## src/hw/cmp_max_pkg.sv

```systemverilog
// Package of opcodes, widths, latencies and carrier types for the unit
package cmp_max_pkg;
	localparam int DATA_W = 32;
	localparam int IMM_W = 7;
	localparam int OPC_W = 8;
	localparam int GUARD_BIT = 0;
	localparam int ALU_LATENCY = 1;
	localparam int DSP_LATENCY = 2;
	localparam logic [OPC_W-1:0] OPC_LE = 8'h0e;
	localparam logic [OPC_W-1:0] OPC_LE_IMM = 8'h2a;
	localparam logic [OPC_W-1:0] OPC_LT = 8'h0f;
	localparam logic [OPC_W-1:0] OPC_LT_IMM = 8'h02;
	localparam logic [OPC_W-1:0] OPC_MAX = 8'h18;
	localparam logic [DATA_W-1:0] RESULT_TRUE = 32'h00000001;
	localparam logic [DATA_W-1:0] RESULT_FALSE = 32'h00000000;
	localparam logic [DATA_W-1:0] RESET_DATA = 32'h00000000;

	typedef struct packed {
		logic valid;
		logic [OPC_W-1:0] opcode;
		logic [DATA_W-1:0] first_source_reg;
		logic [DATA_W-1:0] second_source_reg;
		logic [IMM_W-1:0] modifier;
		logic guard_present;
		logic [DATA_W-1:0] guard_reg;
	} issue_type;

	typedef struct packed {
		logic write;
		logic [DATA_W-1:0] dest_reg;
	} wb_type;
endpackage : cmp_max_pkg

```

## src/hw/signed_lt_core.sv

```systemverilog
// Signed less-than and equality core shared by all operations
module signed_lt_core (
	input wire logic [31:0] a,
	input wire logic [31:0] b,
	output logic lt,
	output logic eq
);
	always_comb begin
		lt = $signed(a) < $signed(b);
		eq = a == b;
	end
endmodule : signed_lt_core

```

## src/hw/signed_compare_max_unit.sv

```systemverilog
// Guarded signed compare and maximum datapath slice
// Function
// RL1 - Opcode 14 writes 1 when first <= second, else 0; one-cycle ALU.
// RL2 - Scheduler turns less-equal into greater-equal with operands swapped.
// RL3 - Opcode 42 writes 1 when first <= signed 7-bit modifier, else 0.
// RL4 - Opcode 15 writes 1 when first < second, else 0, zero when equal.
// RL5 - Scheduler turns less-than into greater-than with operands swapped.
// RL6 - Opcode 2 writes 1 when first < signed 7-bit modifier, else 0.
// RL7 - Opcode 24 writes larger of first and second; two-cycle DSP path.
// RL8 - All operands and modifiers compared as two's-complement signed values.
// RL9 - With a guard present, write only when its low bit is 1.
// RL10 - Data is 32 bits; compare results are exactly one or zero.
module signed_compare_max_unit (
	input wire logic sys_clk,
	input wire logic rst,
	input cmp_max_pkg::issue_type issue,
	output cmp_max_pkg::wb_type alu_wb,
	output cmp_max_pkg::wb_type dsp_wb
);
	import cmp_max_pkg::*;

	typedef enum logic [5:0] {
		OP_NONE = 6'b000001,
		OP_LE = 6'b000010,
		OP_LE_IMM = 6'b000100,
		OP_LT = 6'b001000,
		OP_LT_IMM = 6'b010000,
		OP_MAX = 6'b100000
	} op_type;

	function automatic op_type decode_op(input logic [OPC_W-1:0] opc);
		case (opc)
			OPC_LE: decode_op = OP_LE;
			OPC_LE_IMM: decode_op = OP_LE_IMM;
			OPC_LT: decode_op = OP_LT;
			OPC_LT_IMM: decode_op = OP_LT_IMM;
			OPC_MAX: decode_op = OP_MAX;
			default: decode_op = OP_NONE;
		endcase
	endfunction : decode_op

	function automatic logic guard_ok(input issue_type i);
		guard_ok = !i.guard_present || i.guard_reg[GUARD_BIT];
	endfunction : guard_ok

	op_type op;
	logic [DATA_W-1:0] imm_ext;
	logic [DATA_W-1:0] rhs;
	logic lt;
	logic eq;
	logic max_take;

	wb_type alu_q, alu_d;
	wb_type dsp1_q, dsp1_d;
	wb_type dsp2_q, dsp2_d;

	always_comb begin
		op = decode_op(issue.opcode);
		// Modifier is sign-extended so -64 compares below any small value
		imm_ext = {{(DATA_W-IMM_W){issue.modifier[IMM_W-1]}},
			issue.modifier}; // RL8
		rhs = (op == OP_LE_IMM || op == OP_LT_IMM) ?
			imm_ext : issue.second_source_reg;
	end

	signed_lt_core u_core (
		.a(issue.first_source_reg),
		.b(rhs),
		.lt(lt),
		.eq(eq)
	);

	// General ALU path: one cycle from issue to write-back
	always_comb begin
		alu_d.write = 1'b0;
		alu_d.dest_reg = alu_q.dest_reg;
		if (issue.valid && guard_ok(issue)) begin // RL9
			unique case (op)
				OP_LE, OP_LE_IMM: begin // RL1 RL3
					alu_d.write = 1'b1;
					alu_d.dest_reg = (lt || eq) ? RESULT_TRUE : RESULT_FALSE; // RL10
				end
				OP_LT, OP_LT_IMM: begin // RL4 RL6
					alu_d.write = 1'b1;
					alu_d.dest_reg = lt ? RESULT_TRUE : RESULT_FALSE; // RL10
				end
				OP_MAX, OP_NONE: begin
					alu_d.write = 1'b0;
				end
			endcase
		end
	end

	// DSP path is two stages; compare in stage one, select held to stage two
	always_comb begin
		max_take = issue.valid && guard_ok(issue) && op == OP_MAX; // RL7 RL9
		dsp1_d.write = max_take;
		// First wins only when strictly greater; on equal either is the same
		dsp1_d.dest_reg = (!lt && !eq) ? issue.first_source_reg
			: issue.second_source_reg; // RL7 RL8
		dsp2_d = dsp1_q;
	end

	always_ff @(posedge sys_clk) begin
		if (rst) begin
			alu_q <= '{write: 1'b0, dest_reg: RESET_DATA};
			dsp1_q <= '{write: 1'b0, dest_reg: RESET_DATA};
			dsp2_q <= '{write: 1'b0, dest_reg: RESET_DATA};
		end else begin
			alu_q <= alu_d;
			dsp1_q <= dsp1_d;
			dsp2_q <= dsp2_d;
		end
	end

	assign alu_wb = alu_q;
	assign dsp_wb = dsp2_q;
endmodule : signed_compare_max_unit

```

## config.mk

```make
export PLATFORM = sky130hd
export DESIGN_NAME = signed_compare_max_unit
export DESIGN_NICKNAME = d
export VERILOG_FILES = /design/src/hw/cmp_max_pkg.sv /design/src/hw/signed_lt_core.sv /design/src/hw/signed_compare_max_unit.sv
export SDC_FILE = /design/constraint.sdc
export NUM_CORES = 1
export LEC_CHECK = 0
export BUFFER_PORTS_ARGS = -buffer_cell sky130_fd_sc_hd__buf_4
export CORE_ASPECT_RATIO = 0.6
export CORE_MARGIN = 4
export CORE_UTILIZATION = 49
export CTS_CLUSTER_DIAMETER = 40
export DETAILED_ROUTE_END_ITERATION = 10
export PLACE_DENSITY = 0.85
export SLEW_MARGIN = 25
export SYNTH_ARGS = -nofsm -noshare
export SYNTH_HDL_FRONTEND = slang
export SYNTH_SLANG_ARGS = --single-unit
```

## constraint.sdc

```tcl
create_clock -name sys_clk -period 7.5 [get_ports sys_clk]
set_input_delay 0.75 -clock sys_clk [delete_from_list [all_inputs] [get_ports sys_clk]]
set_output_delay 0.75 -clock sys_clk [all_outputs]
set_load 0.01 [all_outputs]
```

==> impl_metrics.env <==
export IMPL_dieHeight_um=73.8
export IMPL_cts_buffers=9
export IMPL_drt_iter0_drc=129
export IMPL_critPathLaunchType="input pin"
export IMPL_powerDensity_nw_per_um2=214
export IMPL_grt_overflow=0
export IMPL_portBuffers=118
export IMPL_synth_common_cells="nand2_1 (76), dfxtp_1 (68), a21oi_1 (38), mux2i_1 (37), nor2b_1 (35)"
export IMPL_clock_sinks=68
export IMPL_critical_path_top_delay_family="simple AND/OR/NAND/NOR gates"
export IMPL_clock_power_share_pct=38.9
export IMPL_cts_root_buf="clkbuf_16"
export IMPL_ios=181
export IMPL_ys_ff_latch=68
export IMPL_vias_per_cell=5.05
export IMPL_skew_ns=0.00387
export IMPL_yosys_warnings=0
export IMPL_yosys_top_cells_area="dfxtp_1 (39%), ha_1 (11%), mux2i_1 (10%)"
export IMPL_critical_path_cell_chain="buf_4 -> nor2_1 -> nand3b_1 -> or2_2 -> nor2_2 -> buf_4 -> a21oi_1 -> ha_1 -> nand4_1 -> nor4_1 -> a21boi_1 -> o41ai_4 -> o22ai_4 -> buf_4 -> mux2i_1"
export IMPL_drv_cap=0
export IMPL_synth_top_area_cell="dfxtp_1"
export IMPL_grt_pass1_vias=3050
export IMPL_combPwrFrac_pct=20.1
export IMPL_cts_setup_buffers=0
export IMPL_rsz0062_at_grt="no"
export IMPL_dr_pass1_iters=4
export IMPL_die_w_um=118
export IMPL_yosys_area_top_type_share_pct=38.5
export IMPL_netlist_area_um2=3530
export IMPL_hp_class="reg -> reg"
export IMPL_maxSlewViolCount=0
export IMPL_start_util_pct=51.8
export IMPL_min_period_over_period_pct=67.2
export IMPL_cpMaxStageDelayCell="or2_2"
export IMPL_crit_fanout=33
export IMPL_period_needed_ns=5.04
export IMPL_finalSetupViolCount=0
export IMPL_row_count=23
export IMPL_synth_avg_cell_area_um2=9.01
export IMPL_wl_um=8880
export IMPL_ys_flop_type="dfxtp_1"
export IMPL_async_flop_share_pct=0
export IMPL_total_power_mw=0.985
export IMPL_tritoncts="yes"
export IMPL_netlist_instances=392
export IMPL_wl_per_cell_um=14.9
export IMPL_crit_top_cell="buf_4"
export IMPL_synth_distinct_cells=35
export IMPL_drive_above_1_share_pct=28.0
export IMPL_finalSetupTns_ns=0
export IMPL_track_usage_pct=20.8
export IMPL_cts_hold_buf=0
export IMPL_ctsLongestPathBuffers=2
export IMPL_n_antenna_cell=0
export IMPL_synth_edf_count=0
export IMPL_switching_share_pct=25.4
export IMPL_gp_congestion=0.738
export IMPL_post_route_drc_count=0
export IMPL_critical_path_buf_inv_count=3
export IMPL_power_leakage_nw=2.31
export IMPL_slew_headroom_pct=44.1
export IMPL_fp_dieArea_um2=8680
export IMPL_clkTransAtPathRegs_ns=0.05
export IMPL_grt_pass1_wl_um=14400
export IMPL_via_count=2998
export IMPL_crit_type="in -> reg"
export IMPL_grt_max_degree=67
export IMPL_end_kind="flip-flop"
export IMPL_cpPeakStageDelay_ns=0.62
export IMPL_synth_most_common_cell="nand2_1"
export IMPL_tightest_slew_ns=0.837
export IMPL_pwr_share_seq_pct=41.0
export IMPL_final_hold_viol_count=0
export IMPL_post_cts_resized=0
export IMPL_p_sw_mw=0.250
export IMPL_intPower_mw=0.735
export IMPL_htree_levels=3
export IMPL_cp_data_arrival_time_ns=5.27
export IMPL_outcome="completed"
export IMPL_antenna_found_initial=0
export IMPL_peakVddDrop_uv=120
export IMPL_critPathRequiredTime_ns=7.73
export IMPL_fin_nets=650
export IMPL_antenna_left=0
export IMPL_core_area_um2=6820
export IMPL_synth_yosys_seq_area_share_pct=38.5
export IMPL_insertion_delay_ns=0.32
export IMPL_post_dp_hpwl_um=6830
export IMPL_fmax_ghz=0.198
export IMPL_area_delta_synth_final_pct=30.3
==> cells by family after synthesis <==
logic type	synth area share, %
simple gates	18.6
buf+inv	9.78
other cells	0.106
fa+ha+maj	11.3
mux	11.1
compound gates	10.2
xor+xnor	0.248
flops	38.5
==> cell type report <==
class                      instances  area, um2
tap                               87        109
timing repair buffer             120        901
sequential                        68       1360
clock inverter                     2       10.0
multi-input combinational        299       1940
fill                             568       2220
clock buffer                      13        260
inverter                           5       20.0
==> cells in the final DEF (no fill, tap or decap), drive strengths merged, types with 2 or more instances in the layout <==
master	instances
mux2i	37
clkbuf	13
nor4	2
inv	4
nand3	3
nor2	8
nand2	76
dfxtp	68
nor2b	35
a21oi	38
clkinv	3
a211oi	3
conb	31
o21ai	7
buf	120
mux2	2
a21o	3
ha	32
nand4	6
a211o	2
==> final timing paths <==
| check | slack [ns] | from | end | depth (start not counted) |
|---|---|---|---|---|
| max | 2.46 | issue[111] | dsp1_q[3] | 15 |
| min | 0.43 | dsp1_q[25] | dsp_wb[25] | 1 |
| max reg2reg | 6.81 | alu_wb[0] | alu_wb[0] | 1 |
| min reg2reg | 0.43 | dsp1_q[25] | dsp_wb[25] | 1 |
==> layer usage <==
layer | up-vias | global-route usage, % | part of all wire (%)
li1 | 1488 | - | -
met1 | 1388 | 25.7 | 45
met2 | 113 | 35.7 | 46
met3 | 9 | 7.00 | 7.6
met4 | 0 | 5.06 | 0.97
met5 | - | 0 | 0
==> power by group through the flow <==
stage	logic, mW	clock network (mW)	registers [mW]
detailed placement	0.197	0	0.411
floorplan	0.125	0	0.417
global placement	0.191	0	0.411
finish	0.198	0.383	0.404
CTS	0.198	0.390	0.404
global route	0.218	0.410	0.407
==> flip-flops by register name, indices dropped and copies added, names as in the netlist <==
name	count
dsp1_q	33
alu_wb	2
dsp_wb	33
==> through the flow <==
stage          cells  hold slack, ns  utilization, %  setup WS, ns  area, um2
3_5_place_dp     579           0.422            63.5          2.18       4330
2_1_floorplan    422           0.414               -          3.54       3640
4_1_cts          594           0.435            67.5          2.50       4600
6_report         594           0.432            67.5          2.46       4600
3_3_place_gp     579           0.416            63.5          2.20       4330
5_1_grt          594           0.448            67.5          2.22       4600
Power figures use the tool's default switching activity.
